`src/include/p2pfs_pkg.sv`:
```
// Constants and helpers for the port 2 low-pin function select block
package p2pfs_pkg;

    localparam int P2PFS_NUM_PINS = 5;
    localparam int P2PFS_ADDR_W = 18;

    // Register indices; byte address is four times the index
    localparam logic [15:0] P2PFS_PIN0_CFG_IDX = 16'ha070;
    localparam logic [15:0] P2PFS_PIN1_CFG_IDX = 16'ha071;
    localparam logic [15:0] P2PFS_PIN2_CFG_IDX = 16'ha072;
    localparam logic [15:0] P2PFS_PIN3_CFG_IDX = 16'ha073;
    localparam logic [15:0] P2PFS_PIN4_CFG_IDX = 16'ha074;
    localparam logic [15:0] P2PFS_PIN_LEVEL_IDX = 16'ha080;
    localparam logic [15:0] P2PFS_CONFLICT_IDX = 16'ha081;

    localparam logic [7:0] P2PFS_CFG_RESET = 8'h00;

    // Field positions shared by all pin registers
    localparam int P2PFS_BIT_PLAIN_IO = 0;
    localparam int P2PFS_BIT_IRQ_A = 1;
    localparam int P2PFS_BIT_IRQ_B = 2;
    localparam int P2PFS_BIT_FN3 = 3;
    localparam int P2PFS_BIT_FN4 = 4;
    localparam int P2PFS_BIT_FN5 = 5;
    localparam int P2PFS_BIT_FN6 = 6;
    localparam int P2PFS_BIT_ANALOG = 7;

    // Implemented bits per pin
    localparam logic [7:0] P2PFS_PIN0_MASK = 8'hff;
    localparam logic [7:0] P2PFS_PIN1_MASK = 8'hff;
    localparam logic [7:0] P2PFS_PIN2_MASK = 8'hbf;
    localparam logic [7:0] P2PFS_PIN3_MASK = 8'hbf;
    localparam logic [7:0] P2PFS_PIN4_MASK = 8'hb7;

    // Bits that select a function able to drive the pad, per pin
    localparam logic [7:0] P2PFS_PIN0_DRV = 8'h79;
    localparam logic [7:0] P2PFS_PIN1_DRV = 8'h79;
    localparam logic [7:0] P2PFS_PIN2_DRV = 8'h19;
    localparam logic [7:0] P2PFS_PIN3_DRV = 8'h01;
    localparam logic [7:0] P2PFS_PIN4_DRV = 8'h21;

    // Implemented-bit mask of a pin
    function automatic logic [7:0] p2pfs_mask(input logic [2:0] pin);
        logic [7:0] m;
        m = 8'h00;
        unique case (pin)
            3'h0: m = P2PFS_PIN0_MASK;
            3'h1: m = P2PFS_PIN1_MASK;
            3'h2: m = P2PFS_PIN2_MASK;
            3'h3: m = P2PFS_PIN3_MASK;
            3'h4: m = P2PFS_PIN4_MASK;
            default: m = 8'h00;
        endcase
        return m;
    endfunction

    // Word address hit on a register index
    function automatic logic p2pfs_hit(input logic [P2PFS_ADDR_W-1:0] addr,
                                       input logic [15:0] idx);
        return addr[P2PFS_ADDR_W-1:2] == idx;
    endfunction

    // More than one bit set
    function automatic logic p2pfs_multi(input logic [7:0] v);
        return (v & (v - 8'h01)) != 8'h00;
    endfunction

endpackage

```
`src/verilog/p2pfs_cfg_regs.sv`:
```
// Per-pin function configuration storage for the port 2 pin select block
`timescale 1ns/1ps
`default_nettype none
module p2pfs_cfg_regs
    import p2pfs_pkg::*;
#(
    parameter int NUM_PINS = P2PFS_NUM_PINS
) (
    input wire logic clk_i,
    input wire logic sys_rst_i,
    input wire logic wr_en_i,
    input wire logic [2:0] wr_pin_i,
    input wire logic [7:0] wr_data_i,
    input wire logic [2:0] rd_pin_i,
    output logic [7:0] rd_data_o,
    output logic [NUM_PINS*8-1:0] cfg_o
);

    logic [7:0] cfg_ff [NUM_PINS];
    logic [7:0] nxt_cfg [NUM_PINS];

    // Next value: only implemented bits take the write
    always_comb begin
        for (int i = 0; i < NUM_PINS; i++) begin
            nxt_cfg[i] = cfg_ff[i];
            if (wr_en_i && (wr_pin_i == i[2:0])) begin
                nxt_cfg[i] = wr_data_i & p2pfs_mask(i[2:0]);
            end
        end
    end

    // Storage, cleared on reset
    always_ff @(posedge clk_i) begin
        for (int i = 0; i < NUM_PINS; i++) begin
            if (sys_rst_i) begin
                cfg_ff[i] <= P2PFS_CFG_RESET;
            end else begin
                cfg_ff[i] <= nxt_cfg[i];
            end
        end
    end

    // Read back with the write layout
    assign rd_data_o = (rd_pin_i < NUM_PINS) ? cfg_ff[rd_pin_i] : 8'h00;

    // Flattened view for the pin logic
    always_comb begin
        for (int i = 0; i < NUM_PINS; i++) begin
            cfg_o[i*8 +: 8] = cfg_ff[i];
        end
    end

endmodule // p2pfs_cfg_regs
`default_nettype wire

```
`src/verilog/p2pfs_top.sv`:
```
// Port 2 pins 0..4 function select with Avalon-MM register slave
//
// Implementation choice: the Avalon-MM slave port.
`timescale 1ns/1ps
`default_nettype none
module p2pfs_top
    import p2pfs_pkg::*;
(
    input wire logic clk_i,
    input wire logic sys_rst_i,
    // Avalon-MM slave, byte addressed
    input wire logic [P2PFS_ADDR_W-1:0] avs_address_i,
    input wire logic avs_read_i,
    input wire logic avs_write_i,
    input wire logic [31:0] avs_writedata_i,
    input wire logic [3:0] avs_byteenable_i,
    output logic [31:0] avs_readdata_o,
    output logic avs_waitrequest_o,
    // Pads
    input wire logic [4:0] pad_in_i,
    output logic [4:0] pad_out_o,
    output logic [4:0] pad_oe_n_o,
    output logic [4:0] analog_path_sel_o,
    // Plain I/O controller
    input wire logic [4:0] plain_io_out_i,
    input wire logic [4:0] plain_io_oe_i,
    output logic [4:0] plain_io_in_o,
    // Shared pin interrupt conditions
    output logic shared_pin_irq_a_o,
    output logic shared_pin_irq_b_o,
    // I2C master controller
    input wire logic i2c_master_clock_out_i,
    input wire logic i2c_master_clock_oe_i,
    output logic i2c_master_clock_in_o,
    input wire logic i2c_master_data_out_i,
    input wire logic i2c_master_data_oe_i,
    output logic i2c_master_data_in_o,
    // I2C slave controller one
    input wire logic i2c_slave_one_clock_out_i,
    input wire logic i2c_slave_one_clock_oe_i,
    output logic i2c_slave_one_clock_in_o,
    input wire logic i2c_slave_one_data_out_i,
    input wire logic i2c_slave_one_data_oe_i,
    output logic i2c_slave_one_data_in_o,
    // Capture/compare channels four and five
    input wire logic capture_ch_four_out_i,
    input wire logic capture_ch_four_oe_i,
    output logic capture_ch_four_in_o,
    input wire logic capture_ch_five_out_i,
    input wire logic capture_ch_five_oe_i,
    output logic capture_ch_five_in_o,
    // SPI lines
    input wire logic spi_out_line_out_i,
    input wire logic spi_out_line_oe_i,
    output logic spi_out_line_in_o,
    input wire logic spi_in_line_out_i,
    input wire logic spi_in_line_oe_i,
    output logic spi_in_line_in_o,
    input wire logic spi_clock_line_out_i,
    input wire logic spi_clock_line_oe_i,
    output logic spi_clock_line_in_o,
    output logic spi_select_line_in_o,
    // Second serial port, motor PWM, timer two
    input wire logic serial_two_transmit_i,
    output logic serial_two_receive_o,
    output logic pwm_emergency_o,
    input wire logic motor_pwm_c_positive_i,
    output logic timer_two_input_o
);

    // ------------------------------------------------------------------
    // Register file and bus slave
    // ------------------------------------------------------------------
    logic [39:0] cfg;
    logic [7:0] cfg_rd_data;
    logic ack_ff;
    logic [31:0] rdata_ff;
    logic [31:0] nxt_rdata;
    logic [4:0] sync1_ff;
    logic [4:0] sync2_ff;

    // Address decode
    wire bus_req = avs_read_i | avs_write_i;
    wire hit_pin0 = p2pfs_hit(avs_address_i, P2PFS_PIN0_CFG_IDX);
    wire hit_pin1 = p2pfs_hit(avs_address_i, P2PFS_PIN1_CFG_IDX);
    wire hit_pin2 = p2pfs_hit(avs_address_i, P2PFS_PIN2_CFG_IDX);
    wire hit_pin3 = p2pfs_hit(avs_address_i, P2PFS_PIN3_CFG_IDX);
    wire hit_pin4 = p2pfs_hit(avs_address_i, P2PFS_PIN4_CFG_IDX);
    wire hit_level = p2pfs_hit(avs_address_i, P2PFS_PIN_LEVEL_IDX);
    wire hit_conflict = p2pfs_hit(avs_address_i, P2PFS_CONFLICT_IDX);
    wire hit_cfg = hit_pin0 | hit_pin1 | hit_pin2 | hit_pin3 | hit_pin4;
    wire [2:0] pin_sel = hit_pin1 ? 3'h1 :
                         hit_pin2 ? 3'h2 :
                         hit_pin3 ? 3'h3 :
                         hit_pin4 ? 3'h4 : 3'h0;

    // Write only in the cycle the request is accepted, low lane only
    wire cfg_wr = avs_write_i & ack_ff & hit_cfg & avs_byteenable_i[0];

    p2pfs_cfg_regs #(
        .NUM_PINS(P2PFS_NUM_PINS)
    ) u_regs (
        .clk_i(clk_i),
        .sys_rst_i(sys_rst_i),
        .wr_en_i(cfg_wr),
        .wr_pin_i(pin_sel),
        .wr_data_i(avs_writedata_i[7:0]),
        .rd_pin_i(pin_sel),
        .rd_data_o(cfg_rd_data),
        .cfg_o(cfg)
    );

    // Per-pin register views
    wire [7:0] cfg0 = cfg[7:0];
    wire [7:0] cfg1 = cfg[15:8];
    wire [7:0] cfg2 = cfg[23:16];
    wire [7:0] cfg3 = cfg[31:24];
    wire [7:0] cfg4 = cfg[39:32];

    // Pins with more than one driving function requested
    wire [4:0] conflict;
    assign conflict[0] = p2pfs_multi(cfg0 & P2PFS_PIN0_DRV);
    assign conflict[1] = p2pfs_multi(cfg1 & P2PFS_PIN1_DRV);
    assign conflict[2] = p2pfs_multi(cfg2 & P2PFS_PIN2_DRV);
    assign conflict[3] = p2pfs_multi(cfg3 & P2PFS_PIN3_DRV);
    assign conflict[4] = p2pfs_multi(cfg4 & P2PFS_PIN4_DRV);

    // Read mux; unmapped addresses read zero
    always_comb begin
        nxt_rdata = 32'h0000_0000;
        if (hit_cfg) begin
            nxt_rdata = {24'h00_0000, cfg_rd_data};
        end else if (hit_level) begin
            nxt_rdata = {27'h000_0000, sync2_ff};
        end else if (hit_conflict) begin
            nxt_rdata = {27'h000_0000, conflict};
        end
    end

    // One wait state per access keeps the read data registered
    always_ff @(posedge clk_i) begin
        if (sys_rst_i) begin
            ack_ff <= 1'b0;
            rdata_ff <= 32'h0000_0000;
        end else begin
            ack_ff <= bus_req & ~ack_ff;
            if (avs_read_i && !ack_ff) begin
                rdata_ff <= nxt_rdata;
            end
        end
    end

    assign avs_waitrequest_o = bus_req & ~ack_ff;
    assign avs_readdata_o = rdata_ff;

    // ------------------------------------------------------------------
    // Pad input synchroniser; stage one is read by stage two only
    // ------------------------------------------------------------------
    always_ff @(posedge clk_i) begin
        if (sys_rst_i) begin
            sync1_ff <= 5'h00;
            sync2_ff <= 5'h00;
        end else begin
            sync1_ff <= pad_in_i;
            sync2_ff <= sync1_ff;
        end
    end

    wire [4:0] lvl = sync2_ff;

    // ------------------------------------------------------------------
    // Pad drivers, highest selected bit owns the pad
    // ------------------------------------------------------------------
    logic [4:0] pad_out_ff;
    logic [4:0] pad_oe_n_ff;
    logic [4:0] nxt_pad_out;
    logic [4:0] nxt_pad_oe_n;

    // Pin 0: analog, I2C master clock, slave one clock, capture four, SPI out, plain I/O
    wire p0_an = cfg0[P2PFS_BIT_ANALOG];
    wire p0_mscl = cfg0[P2PFS_BIT_FN6];
    wire p0_sscl = cfg0[P2PFS_BIT_FN5];
    wire p0_cap = cfg0[P2PFS_BIT_FN4];
    wire p0_mosi = cfg0[P2PFS_BIT_FN3];
    wire p0_io = cfg0[P2PFS_BIT_PLAIN_IO];
    assign nxt_pad_out[0] = p0_mscl ? i2c_master_clock_out_i :
                            p0_sscl ? i2c_slave_one_clock_out_i :
                            p0_cap ? capture_ch_four_out_i :
                            p0_mosi ? spi_out_line_out_i :
                            p0_io ? plain_io_out_i[0] : 1'b0;
    wire p0_oe = p0_an ? 1'b0 :
                 p0_mscl ? i2c_master_clock_oe_i :
                 p0_sscl ? i2c_slave_one_clock_oe_i :
                 p0_cap ? capture_ch_four_oe_i :
                 p0_mosi ? spi_out_line_oe_i :
                 p0_io ? plain_io_oe_i[0] : 1'b0;
    assign nxt_pad_oe_n[0] = ~p0_oe;

    // Pin 1: crystal out, I2C master data, slave one data, capture five, SPI in
    wire p1_an = cfg1[P2PFS_BIT_ANALOG];
    wire p1_msda = cfg1[P2PFS_BIT_FN6];
    wire p1_ssda = cfg1[P2PFS_BIT_FN5];
    wire p1_cap = cfg1[P2PFS_BIT_FN4];
    wire p1_miso = cfg1[P2PFS_BIT_FN3];
    wire p1_io = cfg1[P2PFS_BIT_PLAIN_IO];
    assign nxt_pad_out[1] = p1_msda ? i2c_master_data_out_i :
                            p1_ssda ? i2c_slave_one_data_out_i :
                            p1_cap ? capture_ch_five_out_i :
                            p1_miso ? spi_in_line_out_i :
                            p1_io ? plain_io_out_i[1] : 1'b0;
    wire p1_oe = p1_an ? 1'b0 :
                 p1_msda ? i2c_master_data_oe_i :
                 p1_ssda ? i2c_slave_one_data_oe_i :
                 p1_cap ? capture_ch_five_oe_i :
                 p1_miso ? spi_in_line_oe_i :
                 p1_io ? plain_io_oe_i[1] : 1'b0;
    assign nxt_pad_oe_n[1] = ~p1_oe;

    // Pin 2: DAC out, emergency in, serial two transmit, SPI clock
    wire p2_an = cfg2[P2PFS_BIT_ANALOG];
    wire p2_emg = cfg2[P2PFS_BIT_FN5];
    wire p2_txd = cfg2[P2PFS_BIT_FN4];
    wire p2_sck = cfg2[P2PFS_BIT_FN3];
    wire p2_io = cfg2[P2PFS_BIT_PLAIN_IO];
    assign nxt_pad_out[2] = p2_txd ? serial_two_transmit_i :
                            p2_sck ? spi_clock_line_out_i :
                            p2_io ? plain_io_out_i[2] : 1'b0;
    // An input function above the drivers also keeps the pad released
    wire p2_oe = (p2_an | p2_emg) ? 1'b0 :
                 p2_txd ? 1'b1 :
                 p2_sck ? spi_clock_line_oe_i :
                 p2_io ? plain_io_oe_i[2] : 1'b0;
    assign nxt_pad_oe_n[2] = ~p2_oe;

    // Pin 3: threshold in, emergency in, serial two receive, SPI select
    wire p3_an = cfg3[P2PFS_BIT_ANALOG];
    wire p3_emg = cfg3[P2PFS_BIT_FN5];
    wire p3_rxd = cfg3[P2PFS_BIT_FN4];
    wire p3_ssn = cfg3[P2PFS_BIT_FN3];
    wire p3_io = cfg3[P2PFS_BIT_PLAIN_IO];
    wire p3_in_only = p3_an | p3_emg | p3_rxd | p3_ssn;
    assign nxt_pad_out[3] = p3_io ? plain_io_out_i[3] : 1'b0;
    wire p3_oe = p3_in_only ? 1'b0 : (p3_io & plain_io_oe_i[3]);
    assign nxt_pad_oe_n[3] = ~p3_oe;

    // Pin 4: comparator D in, motor PWM C positive out, timer two in
    wire p4_an = cfg4[P2PFS_BIT_ANALOG];
    wire p4_pwm = cfg4[P2PFS_BIT_FN5];
    wire p4_tmr = cfg4[P2PFS_BIT_FN4];
    wire p4_io = cfg4[P2PFS_BIT_PLAIN_IO];
    assign nxt_pad_out[4] = p4_pwm ? motor_pwm_c_positive_i :
                            p4_io ? plain_io_out_i[4] : 1'b0;
    wire p4_oe = p4_an ? 1'b0 :
                 p4_pwm ? 1'b1 :
                 p4_tmr ? 1'b0 :
                 p4_io ? plain_io_oe_i[4] : 1'b0;
    assign nxt_pad_oe_n[4] = ~p4_oe;

    // Registered pad drive; released during reset so no pad fights the board
    always_ff @(posedge clk_i) begin
        if (sys_rst_i) begin
            pad_out_ff <= 5'h00;
            pad_oe_n_ff <= 5'h1f;
        end else begin
            pad_out_ff <= nxt_pad_out;
            pad_oe_n_ff <= nxt_pad_oe_n;
        end
    end

    assign pad_out_o = pad_out_ff;
    assign pad_oe_n_o = pad_oe_n_ff;

    // Analog switch selects come straight from the register bits
    assign analog_path_sel_o = {p4_an, p3_an, p2_an, p1_an, p0_an};

    // ------------------------------------------------------------------
    // Input routing to peripherals and interrupt conditions
    // ------------------------------------------------------------------
    logic [4:0] io_in_ff;
    logic irq_a_ff;
    logic irq_b_ff;
    logic [15:0] route_ff;
    logic [15:0] nxt_route;

    wire [4:0] irq_a_en;
    wire [4:0] irq_b_en;
    wire [4:0] io_en;
    assign irq_a_en = {cfg4[P2PFS_BIT_IRQ_A], cfg3[P2PFS_BIT_IRQ_A], cfg2[P2PFS_BIT_IRQ_A],
                       cfg1[P2PFS_BIT_IRQ_A], cfg0[P2PFS_BIT_IRQ_A]};
    assign irq_b_en = {cfg4[P2PFS_BIT_IRQ_B], cfg3[P2PFS_BIT_IRQ_B], cfg2[P2PFS_BIT_IRQ_B],
                       cfg1[P2PFS_BIT_IRQ_B], cfg0[P2PFS_BIT_IRQ_B]};
    assign io_en = {p4_io, p3_io, p2_io, p1_io, p0_io};

    // Conditions are OR-combined; A and B are decoded independently per pin
    wire nxt_irq_a = |(lvl & irq_a_en);
    wire nxt_irq_b = |(lvl & irq_b_en);

    // Idle levels: I2C, SPI select and serial two receive idle high, the rest low
    assign nxt_route[0] = p0_mscl ? lvl[0] : 1'b1;
    assign nxt_route[1] = p1_msda ? lvl[1] : 1'b1;
    assign nxt_route[2] = p0_sscl ? lvl[0] : 1'b1;
    assign nxt_route[3] = p1_ssda ? lvl[1] : 1'b1;
    assign nxt_route[4] = p0_cap ? lvl[0] : 1'b0;
    assign nxt_route[5] = p1_cap ? lvl[1] : 1'b0;
    assign nxt_route[6] = p0_mosi ? lvl[0] : 1'b0;
    assign nxt_route[7] = p1_miso ? lvl[1] : 1'b0;
    assign nxt_route[8] = p2_sck ? lvl[2] : 1'b0;
    assign nxt_route[9] = p3_ssn ? lvl[3] : 1'b1;
    assign nxt_route[10] = p3_rxd ? lvl[3] : 1'b1;
    // Either emergency pin may trip the PWM unit
    assign nxt_route[11] = (p2_emg & lvl[2]) | (p3_emg & lvl[3]);
    assign nxt_route[12] = p4_tmr ? lvl[4] : 1'b0;
    assign nxt_route[15:13] = 3'h0;

    // Peripheral-side inputs are registered to keep outputs glitch free
    always_ff @(posedge clk_i) begin
        if (sys_rst_i) begin
            io_in_ff <= 5'h00;
            irq_a_ff <= 1'b0;
            irq_b_ff <= 1'b0;
            route_ff <= 16'h060f;
        end else begin
            io_in_ff <= lvl & io_en;
            irq_a_ff <= nxt_irq_a;
            irq_b_ff <= nxt_irq_b;
            route_ff <= nxt_route;
        end
    end

    assign plain_io_in_o = io_in_ff;
    assign shared_pin_irq_a_o = irq_a_ff;
    assign shared_pin_irq_b_o = irq_b_ff;
    assign i2c_master_clock_in_o = route_ff[0];
    assign i2c_master_data_in_o = route_ff[1];
    assign i2c_slave_one_clock_in_o = route_ff[2];
    assign i2c_slave_one_data_in_o = route_ff[3];
    assign capture_ch_four_in_o = route_ff[4];
    assign capture_ch_five_in_o = route_ff[5];
    assign spi_out_line_in_o = route_ff[6];
    assign spi_in_line_in_o = route_ff[7];
    assign spi_clock_line_in_o = route_ff[8];
    assign spi_select_line_in_o = route_ff[9];
    assign serial_two_receive_o = route_ff[10];
    assign pwm_emergency_o = route_ff[11];
    assign timer_two_input_o = route_ff[12];

endmodule // p2pfs_top
`default_nettype wire

```
`config.mk`:
```
export PLATFORM = sky130hd
export DESIGN_NAME = p2pfs_top
export DESIGN_NICKNAME = d
export VERILOG_FILES = /design/src/include/p2pfs_pkg.sv /design/src/verilog/p2pfs_cfg_regs.sv /design/src/verilog/p2pfs_top.sv
export SDC_FILE = /design/constraint.sdc
export NUM_CORES = 1
export LEC_CHECK = 0
export BUFFER_PORTS_ARGS = -buffer_cell sky130_fd_sc_hd__buf_2
export CAP_MARGIN = 20
export CELL_PAD_IN_SITES_DETAIL_PLACEMENT = 2
export CELL_PAD_IN_SITES_GLOBAL_PLACEMENT = 2
export CORE_ASPECT_RATIO = 1.5
export CORE_MARGIN = 5
export CORE_UTILIZATION = 25
export CTS_CLUSTER_DIAMETER = 50
export DETAILED_ROUTE_END_ITERATION = 6
export PLACE_DENSITY = 0.77
export SKIP_CTS_REPAIR_TIMING = 1
export SYNTH_ARGS = -nofsm -noshare
export SYNTH_HDL_FRONTEND = slang
export SYNTH_SLANG_ARGS = --single-unit
```
`constraint.sdc`:
```
create_clock -name clk_i -period 2.48 [get_ports clk_i]
set_input_delay 0.124 -clock clk_i [delete_from_list [all_inputs] [get_ports clk_i]]
set_output_delay 0.124 -clock clk_i [all_outputs]
set_load 0.01 [all_outputs]
```
# After elaboration in Yosys (flattened, before gate mapping)

Memories as Yosys holds them, arrays and structs flattened.
Index checks and enable logic that the tools add are counted.

Bits in writable memories: 40
Memories kept: 1
Flip-flop bits (word level): 73

Memory list:

| memory        | words | width | rd ports | clocked after Yosys merged registers in | write ports | line                 | RTL |
|---|---|---|---|---|---|---|---|
| u_regs.cfg_ff | 5     | 8     | 6        | 0                                       | 5           | p2pfs_cfg_regs.sv:19 | `logic [7:0] cfg_ff [NUM_PINS];` |

$lt $le $gt $ge: 1
Eq/ne operators: 11
Reductions and logical operators: 28
Muxes and demuxes: 62
Bitwise gates (word level): 54
Add/subtract/negate cells: 5

Operators by type and width:

| operator                                             | number |
|---|---|
| two-way mux 8 bit                                    | 17 |
| equality test 16 bit (second input constant)         | 7 |
| bitwise AND 8 bit                                    | 5 |
| nonzero test 8 bit                                   | 5 |
| two-way mux 1 bit                                    | 39 |
| OR reduction 2 bit                                   | 13 |
| NOT 1 bit                                            | 19 |
| bitwise AND 7 x 8 -> 8 bit                           | 2 |
| subtractor 7 x 1 -> 8 bit (second input constant)    | 2 |
| bitwise AND 5 bit                                    | 3 |
| bitwise OR 1 bit                                     | 15 |
| two-way mux 3 bit                                    | 4 |
| two-way mux 5 bit                                    | 2 |
| OR reduction 5 bit                                   | 2 |
| bitwise AND 1 x 8 -> 8 bit                           | 1 |
| bitwise AND 5 x 8 -> 8 bit                           | 1 |
| bitwise AND 6 x 8 -> 8 bit                           | 1 |
| bitwise AND 1 bit                                    | 7 |
| subtractor 6 x 1 -> 7 bit (second input constant)    | 1 |
| equality test 3 x 2 -> 1 bit (second input constant) | 2 |
| logical AND 1 bit                                    | 6 |
| subtractor 5 x 1 -> 6 bit (second input constant)    | 1 |
| equality test 3 x 1 -> 1 bit (second input constant) | 1 |
| equality test 3 bit (second input constant)          | 1 |
| other kinds (4)                                      | 4 |

# Longest topological paths before layout

Gate-level depths: netlist of the first run.

Word-level depth: 12
Mapped depth: 7

# Modules after synthesis

Synthesis of the first run repeated with hierarchy kept, for this count alone.

Cells, all modules: 411
Area total of the unflattened synthesis: 3808.7 um^2

Modules (own cells, without submodules):

| module         | area an instance (um^2) | times used | cells an instance | seq. area each (um^2) |
|---|---|---|---|---|
| p2pfs_top      | 2170.8                  | 1          | 241               | 980.9 |
| p2pfs_cfg_regs | 1637.8                  | 1          | 170               | 720.7 |

# Least setup slack after synthesis of the first run

OpenSTA, ideal clock, no wires.

Path type: input to register
From: in avs_address_i[3]
To: mem u_regs.cfg_ff[4][0]
Path buffers: 1
Data arrival time: 1.627 ns
Stages on the path: 5
Path slack: 0.721 ns
Setup time: 0.132 ns
Cell sequence: clkbuf_1 -> or4b_2 -> or4_4 -> o21ai_0 -> a21oi_1

RTL lines:

| element     | line                 | RTL |
|---|---|---|
| from (decl) | p2pfs_top.sv:12      | `input wire logic [P2PFS_ADDR_W-1:0] avs_address_i,` |
| to (decl)   | p2pfs_cfg_regs.sv:19 |  |

==> reports/metrics.yaml, run 1 <==
status:
  violations: "negative hold slack"
  status: "finished with violations"
cts:
  cts_tree: "yes"
  clkLatencyLatePin_ns: 0.35
  htree_levels: 3
  root_buffer: "clkbuf_16"
  path_clk_slew_ns: 0.06
  ctsLongestPathBuffers: 2
  clock-sinks: 85
  numCtsBuffers: 9
place:
  gp_congestion: 0.800
  dp_hpwl_um: 11000
  port_buffers: 107
  dp_slack_ns: 0.443
sta:
  timing.hold.ws_ns: -0.00424
  skew_ns: 0.0120
  hold_violations: 1
  grt_setup_unrepaired: "false"
  slew_headroom: 0.388
  timing.final.ws_setup_ns: 0.673
  setup_violations: 0
  fmax_ghz: 0.554
  worst_slew_pin_slew_ns: 0.918
  maxSlewViolCount: 0
  fin_tns_setup_ns: 0
  finalCritPeriodShare: 0.728
  timing.final.crit_period_ns: 1.81
critical_path:
  worst-path-buf-inv: 0
  crit_chain: "and3_1, nand3_1, o21ai_0, a21oi_1"
  path_depth: 4
  cp_slowest_cell: "and3_1"
  path_class: "register to register"
  r2r_slack_ns: 0.67
  crit_start: "ack_ff$_SDFF_PP0_"
  cp-start-kind: "register"
  slowest_delay_ns: 0.48
  r2r_start: "ack_ff$_SDFF_PP0_"
  reg2regPathDepth: 4
  worst_setup_path_end_kind: "register"
  worstSetupEndpoint: "u_regs.cfg_ff[2][4]$_SDFFE_PP0P_"
  worstPathRequired_ns: 2.70
  crit_family: "simple AND/OR/NAND/NOR gates"
  worstPathMaxFanout: 10
  arrival_ns: 2.02
  r2r-end: "u_regs.cfg_ff[2][4]$_SDFFE_PP0P_"
layout:
  final_nets: 630
  drive_above_1_share: 0.280
  layout_commonest_cell: "buf_2"
  num-fill-cells: 1743
  synthToLayoutAreaGrowth_pct: 25.0
  antennaDiodeCount: 0
  final_cell_mix: "107 x buf_2, 85 x dfxtp_1, 50 x a21oi_1"
logic_synthesis:
  synth_top_area_cell: "dfxtp_1"
  syn_area_um2: 3900
  seq_area_frac_synth: 0.436
  ys_seq_elements: 85
  ys_types: 56
  async_flop_share: 0
  synth_edf_count: 0
  yosys_warnings: 0
  syn_inst: 438
  yosysTopAreaCellShare: 0.436
  synth_area_leaders: "dfxtp_1 44%, a21oi_1 6.4%, buf_4 5.6%"
  syn_avg_cell_area_um2: 8.91
  synth_ff_type: "dfxtp_1"
grt:
  grt_max_degree: 48
  grt_overflow_total: 0
  antenna_found_initial: 0
  grt_usage: 0.163
  grt_pass1_wl_um: 23400
  grt_pass1_vias: 4267
pwr:
  clock_power_share: 0.458
  p_sw_frac: 0.239
  power.internal_mw: 2.27
  comb_power_share: 0.074
  ir_drop_mv: 0.272
  p_seq_frac: 0.468
  power.density_nw_per_um2: 611
  p_leak_nw: 1.91
  power.switching_mw: 0.713
detailed_routing:
  vias_per_cell: 5.14
  drtIter0Drc: 172
  routed.top_layer: "met4"
  wl_met3_um: 599
  dr.pass1.iters: 4
  routedWlPerCell_um: 20.1
  met1Wirelength_um: 5840
  drc: 0
  vias: 3828
  dr_wl_met2_um: 7940
  wl_um: 15000
  ant_nets: 0
die:
  ios: 161
  core_area_um2: 15500
  initial_core_util: 0.252
  row_count: 56
  dieArea_um2: 18300
  die_x_um: 112
  die_h_um: 163
worst_hold_path:
  hold_class: "input port to register"
flow_run:
  drv_cap: 0
==> power by group through the flow <==
stage          Sequential, mW  Combinational [mW]  Clock (mW)
5_1_grt                  1.39               0.243        1.45
4_1_cts                  1.39               0.215        1.40
6_report                 1.39               0.221        1.37
3_3_place_gp             1.42               0.205           0
3_5_place_dp             1.42               0.213           0
2_1_floorplan            1.42               0.128           0
==> synthesized netlist by cell type (3+ instances only) <==
master    number
nand3_1       27
a31oi_1        3
and2_1         8
clkbuf_1      24
a211oi_1       3
a22oi_1        5
a221oi_1       7
nand2_1       14
buf_4         29
or4_1          5
nand4_1       17
nor3_1         7
buf_1          4
inv_1         10
dfxtp_1       85
mux4_2         6
a21oi_1       50
nor4_1         4
buf_2          3
nor2_1        16
o21ai_1        3
o21ai_0       37
a221o_1        3
nor2b_1       22
a32oi_1        3
==> flip-flops by register name, indices dropped and copies added, names as in the netlist <==
name                cells
shared_pin_irq_b_o      1
route_ff               13
u_regs.cfg_ff          36
shared_pin_irq_a_o      1
avs_readdata_o          8
plain_io_in_o           5
pad_out_o               5
ack_ff                  1
sync1_ff                5
lvl                     5
pad_oe_n_o              5
==> logic make-up (layout without fill, tap and decap cells) <==
| family | count (synthesis) | in the layout | synth area share |
|---|---|---|---|
| simple gates | 142 | 142 | 0.216 |
| compound gates | 129 | 129 | 0.202 |
| flops | 85 | 85 | 0.436 |
| buf+inv | 71 | 152 | 0.0991 |
| mux | 8 | 8 | 0.0404 |
| fa+ha+maj | 2 | 2 | 0.00513 |
| other cells | 1 | 24 | 0.000961 |
==> through the flow <==
stage,util,std cells,total power [mW],cell area (um2)
after floorplan,-,461,1.55,3990
after global placement,0.293,724,1.63,4530
after detailed placement,0.293,724,1.64,4530
after CTS,0.312,740,3.00,4830
after global routing,0.315,745,3.08,4880
final,0.315,745,2.98,4880
==> worst min-delay path by stage <==
stage | from | endpoint | slack (ns) | cells after the start
after floorplan | plain_io_oe_i[3] | pad_oe_n_o[3]$_SDFF_PP1_ | 0.20 | 1
after CTS | plain_io_oe_i[3] | pad_oe_n_o[3]$_SDFF_PP1_ | -0.04 | 2
after global routing | pad_in_i[2] | sync1_ff[2]$_SDFF_PP0_ | 0.03 | 2
final | pad_in_i[2] | sync1_ff[2]$_SDFF_PP0_ | -0.004 | 2
after detailed placement | plain_io_oe_i[3] | pad_oe_n_o[3]$_SDFF_PP1_ | 0.32 | 2
after global placement | plain_io_oe_i[3] | pad_oe_n_o[3]$_SDFF_PP1_ | 0.30 | 2
==> metal layers <==
layer | global-route usage | up-vias
met5 | 0 | -
met4 | 0.0815 | 0
met3 | 0.0297 | 36
met2 | 0.298 | 122
met1 | 0.179 | 1906
li1 | - | 1764
==> layout make-up <==
cell class,instances,area [um2],area share
Timing Repair Buffer,126,691,0.142
Inverter,10,37.5,0.00770
Clock inverter,4,47.5,0.00975
Clock buffer,12,246,0.0505
Tap cell,203,254,0.0521
Sequential cell,85,1700,0.349
Multi-Input combinational cell,305,1900,0.389
==> worst register-to-register path, stage by stage (launching register included) <==
cell and delay (ns):
dfxtp_1 0.40, and3_1 0.48, nand3_1 0.33, o21ai_0 0.33, a21oi_1 0.12
No activity file was read; power rests on OpenSTA's default activity.
==> run 2: changes to the inputs <==
Clock period 2.48 ns to 1.7 ns, I/O delays scaled along.
==> reports/metrics.yaml, run 2 (synthesized netlist as in run 1, its figures left out) <==
status:
  status: "finished with violations"
  violations: "negative hold slack"
grt:
  grt_most_used_layer: "met2"
  grt_max_degree: 38  # -21%
  grt_overflow_total: 0  # unchanged
  grt_pass1_wl_um: 24100  # +3.0%
  grt_pass1_vias: 4355  # +2.1%
  grt_usage: 0.170  # +0.00701
  grt_util_met1: 0.179  # about the same
  antenna_found_initial: 0  # unchanged
  gr-usage-met3: 0.0327  # +0.00297
  met2_usage: 0.316  # +0.0180
layout:
  final_nets: 662  # +5.1%
  top_register: "u_regs.cfg_ff"
  final_cell_mix: "107 x buf_2, 85 x dfxtp_1, 50 x a21oi_1"
  synthToLayoutAreaGrowth_pct: 33.3
  largest_reg_flops: 36  # unchanged
  drive_above_1_share: 0.315  # +0.0349
  layout_commonest_cell: "buf_2"
  final_util: 0.336  # +0.0208
  antennaDiodeCount: 0  # unchanged
pwr:
  totalPowerFinal_mw: 4.55  # +53%
  power.density_nw_per_um2: 876  # +43%
  ir_drop_mv: 0.467  # +72%
  p_leak_nw: 2.10  # +10%
cts:
  cts_tree: "yes"
  numCtsBuffers: 9  # unchanged
  clkLatencyLatePin_ns: 0.35  # about the same
  ctsLongestPathBuffers: 2  # unchanged
  root_buffer: "clkbuf_16"
  path_clk_slew_ns: 0.06  # about the same
  htree_levels: 3  # unchanged
  clock-sinks: 85  # unchanged
critical_path:
  arrival_ns: 1.81  # -0.21 ns
  worstPathMaxFanout: 6  # -4
  path_class: "input port to register"
  worstPathRequired_ns: 1.89  # -0.81 ns
  cp-start-kind: "input port"
  worst_setup_path_end_kind: "register"
die:
  die_h_um: 163  # unchanged
  initial_core_util: 0.252  # unchanged
  die_x_um: 112  # unchanged
  row_count: 56  # unchanged
  dieArea_um2: 18300  # unchanged
  core_area_um2: 15500  # unchanged
  ios: 161  # unchanged
detailed_routing:
  dr.pass1.iters: 4  # unchanged
  vias: 3915  # +2.3%
  drc: 0  # unchanged
  vias_per_cell: 5.04  # -1.9%
  routedWlPerCell_um: 19.9  # -0.63%
  wl_um: 15500  # +3.6%
  drtIter0Drc: 173  # +0.58%
  ant_nets: 0  # unchanged
sta:
  grt_setup_unrepaired: "false"
  timing.final.ws_setup_ns: 0.0835  # -0.590 ns
  hold_violations: 1  # unchanged
  worst_slew_pin_slew_ns: 0.782  # -0.136 ns
  finalCritPeriodShare: 0.951
  timing.hold.ws_ns: -0.00892  # -0.00468 ns
  slew_headroom: 0.479  # +0.0904
  timing.final.crit_period_ns: 1.62
  skew_ns: 0.00974  # -0.00223 ns
  setup_violations: 0  # unchanged
  maxSlewViolCount: 0  # unchanged
  fmax_ghz: 0.619
worst_hold_path:
  hold_class: "input port to register"
flow_run:
  drv_cap: 0  # unchanged
place:
  dp_hpwl_um: 11800  # +6.8%
  dp_slack_ns: -0.211  # -0.655 ns
  port_buffers: 107  # unchanged
  gp_congestion: 0.829  # +3.7%
[run 2: final cells by class]
type / instances / area, um2
Fill cell: 1765 / 10300
Clock buffer: 11 / 243
Tap cell: 203 / 254
Inverter: 10 / 37.5
Timing Repair Buffer: 158 / 978
Sequential cell: 85 / 1700
Clock inverter: 5 / 82.6
Multi-Input combinational cell: 305 / 1900
[run 2: worst max-delay path: stages]
cell	delay [ns]
buf_2	0.10
or4_4	0.58
buf_12	0.15
or4_4	0.52
o21ai_0	0.27
a21oi_1	0.11
[run 2: power by group]
part	internal, mW	switching [mW]	leakage (nW)
registers	2.01	0.0173	0.688
logic	0.145	0.206	1.25
clock network	1.33	0.840	0.160
total	3.49	1.06	2.10
[run 2: path summary, 6_finish.rpt]
check | from | endpoint | slack (ns) | cells past startpoint
worst max-delay path | avs_address_i[11] | u_regs.cfg_ff[4][1]$_SDFFE_PP0P_ | 0.08 | 6
worst min-delay path | serial_two_transmit_i | pad_out_o[2]$_SDFF_PP0_ | -0.009 | 3
worst max register to register | ack_ff$_SDFF_PP0_ | u_regs.cfg_ff[1][2]$_SDFFE_PP0P_ | 0.11 | 4
worst min register to register | sync1_ff[0]$_SDFF_PP0_ | lvl[0]$_SDFF_PP0_ | 0.44 | 1
[run 2: layer usage]
metal,part of all wire,vias to the layer above
met5,0,-
met4,0.043,0
met3,0.047,39
met2,0.54,127
met1,0.37,1931
li1,-,1818
[run 2: metrics by stage]
stage	setup TNS, ns	cell area, um2	instances
2_1_floorplan	0	3990	461
3_3_place_gp	-3.88	4780	752
3_5_place_dp	-5.81	4780	752
4_1_cts	0	5110	768
5_1_grt	0	5200	777
6_report	0	5200	777
==> run 3: changes to the inputs <==
Settings changed: SETUP_SLACK_MARGIN set to 0.4.
==> reports/metrics.yaml, run 3 (synthesized netlist as in run 1, its figures left out) <==
die:
  core_area_um2: 15500  # unchanged
  initial_core_util: 0.252  # unchanged
  dieArea_um2: 18300  # unchanged
  ios: 161  # unchanged
  die_h_um: 163  # unchanged
  row_count: 56  # unchanged
  die_x_um: 112  # unchanged
sta:
  skew_ns: 0.0115  # +0.00176 ns
  finalCritPeriodShare: 0.911  # -0.0403
  hold_violations: 1  # unchanged
  timing.final.crit_period_ns: 1.55  # -0.0685 ns
  grt_setup_unrepaired: "true"
  fmax_ghz: 0.646  # +4.4%
  setup_violations: 0  # unchanged
  worst_slew_pin_slew_ns: 0.762  # -0.0198 ns
  slew_headroom: 0.492  # +0.0132
  maxSlewViolCount: 0  # unchanged
  timing.hold.ws_ns: -0.0191  # -0.0102 ns
  fin_tns_setup_ns: 0  # unchanged
layout:
  drive_above_1_share: 0.421  # +0.106
  num-fill-cells: 1712  # -3.0%
  antennaDiodeCount: 0  # unchanged
  top_register: "u_regs.cfg_ff"
  largest_reg_flops: 36  # unchanged
  multi_input_area_um2: 2130  # +12%
  synthToLayoutAreaGrowth_pct: 43.2
  final_cell_mix: "104 x buf_2, 70 x dfxtp_1, 42 x a21oi_1"
  layout_commonest_cell: "buf_2"
  final_nets: 672  # +1.5%
  regArea_um2: 1740  # +2.3%
grt:
  grt_max_degree: 37  # -2.6%
  grt_overflow_total: 0  # unchanged
  antenna_found_initial: 0  # unchanged
  grt_usage: 0.167  # -0.00311
  grt_pass1_wl_um: 24000  # -0.23%
  grt_pass1_vias: 4275  # -1.8%
critical_path:
  arrival_ns: 1.76  # -0.05 ns
  cp_common_cell: "or4_4"
  worstPathRequired_ns: 1.92  # +0.03 ns
  path_class: "input port to register"
  crit_family: "simple AND/OR/NAND/NOR gates"
  worst_setup_path_end_kind: "register"
  worstPathMaxFanout: 30  # +24
  path_depth: 6  # unchanged
  cp-start-kind: "input port"
  worst-path-buf-inv: 2  # unchanged
  cp_slowest_cell: "or4_4"
  r2r_slack_ns: 0.26  # +0.15 ns
  slowest_delay_ns: 0.57  # about the same
  reg2regPathDepth: 5  # +1
  crit_chain: "buf_6, or4_4, or4_4, buf_12, o21ai_0, a21oi_1"
detailed_routing:
  drc: 0  # unchanged
  wl_um: 16500  # +6.4%
  vias: 3999  # +2.1%
  vias_per_cell: 5.08  # +0.85%
  ant_nets: 0  # unchanged
  drtIter0Drc: 193  # +12%
  dr.pass1.iters: 4  # unchanged
  routedWlPerCell_um: 21.0  # +5.1%
pwr:
  power.density_nw_per_um2: 796  # -9.1%
  ir_drop_mv: 0.473  # +1.2%
  p_leak_nw: 2.23  # +6.1%
cts:
  htree_levels: 3  # unchanged
  numCtsBuffers: 9  # unchanged
  clock-sinks: 85  # unchanged
  cts_tree: "yes"
  root_buffer: "clkbuf_16"
  path_clk_slew_ns: 0.06  # about the same
  ctsLongestPathBuffers: 2  # unchanged
  clkLatencyLatePin_ns: 0.35  # about the same
worst_hold_path:
  hold_depth: 3  # unchanged
  hold_class: "input port to register"
place:
  dp_hpwl_um: 11600  # -1.8%
  port_buffers: 107  # unchanged
  gp_congestion: 0.832  # +0.34%
status:
  violations: "negative hold slack"
  status: "finished with violations"
flow_run:
  drv_cap: 0  # unchanged
==> run 3: cell types whose count changed in the layout (fill, tap and decap cells not counted), sizes merged <==
cell,before,now
inv,11,10
dlygate4sd3,9,8
buf,149,160
bufinv,2,1
clkinv,2,3
clkinvlp,0,1
==> run 3: worst paths after layout <==
kind	from	endpoint
max	avs_address_i[12]	u_regs.cfg_ff[3][3]$_SDFFE_PP0P_
min	serial_two_transmit_i	pad_out_o[2]$_SDFF_PP0_
max reg2reg	ack_ff$_SDFF_PP0_	u_regs.cfg_ff[0][4]$_SDFFE_PP0P_
min reg2reg	sync1_ff[3]$_SDFF_PP0_	lvl[3]$_SDFF_PP0_
==> run 3: per-stage QoR <==
stage               std cells  cell area [um2]  utilization  total power [mW]  worst slack (ns)
floorplan                 461             4010            -              2.26            0.0172
global placement          749             4750        0.307              2.40            -0.114
detailed placement        749             4750        0.307              2.41            -0.232
CTS                       765             5060        0.327              4.43            0.0128
global route              787             5590        0.361              4.62             0.156
finish                    787             5590        0.361              4.45             0.152
==> run 3: where the power goes <==
part           internal (mW)  switching [mW]  total, mW
clock network           1.18           0.850       2.03
registers               2.00          0.0197       2.02
logic                  0.161           0.234      0.395
total                   3.34            1.10       4.45
==> run 3: layout make-up <==
| cell class | count | share of cell area |
|---|---|---|
| Timing Repair Buffer | 168 | 0.200 |
| Inverter | 10 | 0.00672 |
| Clock buffer | 11 | 0.0434 |
| Tap cell | 203 | 0.0455 |
| Sequential cell | 85 | 0.311 |
| Multi-Input combinational cell | 305 | 0.382 |
| Clock inverter | 5 | 0.0107 |
==> run 3: worst min-delay path, cell delays in order <==
cell     delay (ns)
buf_2          0.08
a21oi_1        0.06
nor2_1         0.07
==> run 3: per-layer routing <==
layer / up-vias / global-route usage / part of all wire
met1: 1980 / 0.187 / 0.39
li1: 1855 / - / -
met3: 35 / 0.0305 / 0.041
met4: 0 / 0.0694 / 0.032
met5: - / 0 / 0
met2: 129 / 0.308 / 0.54
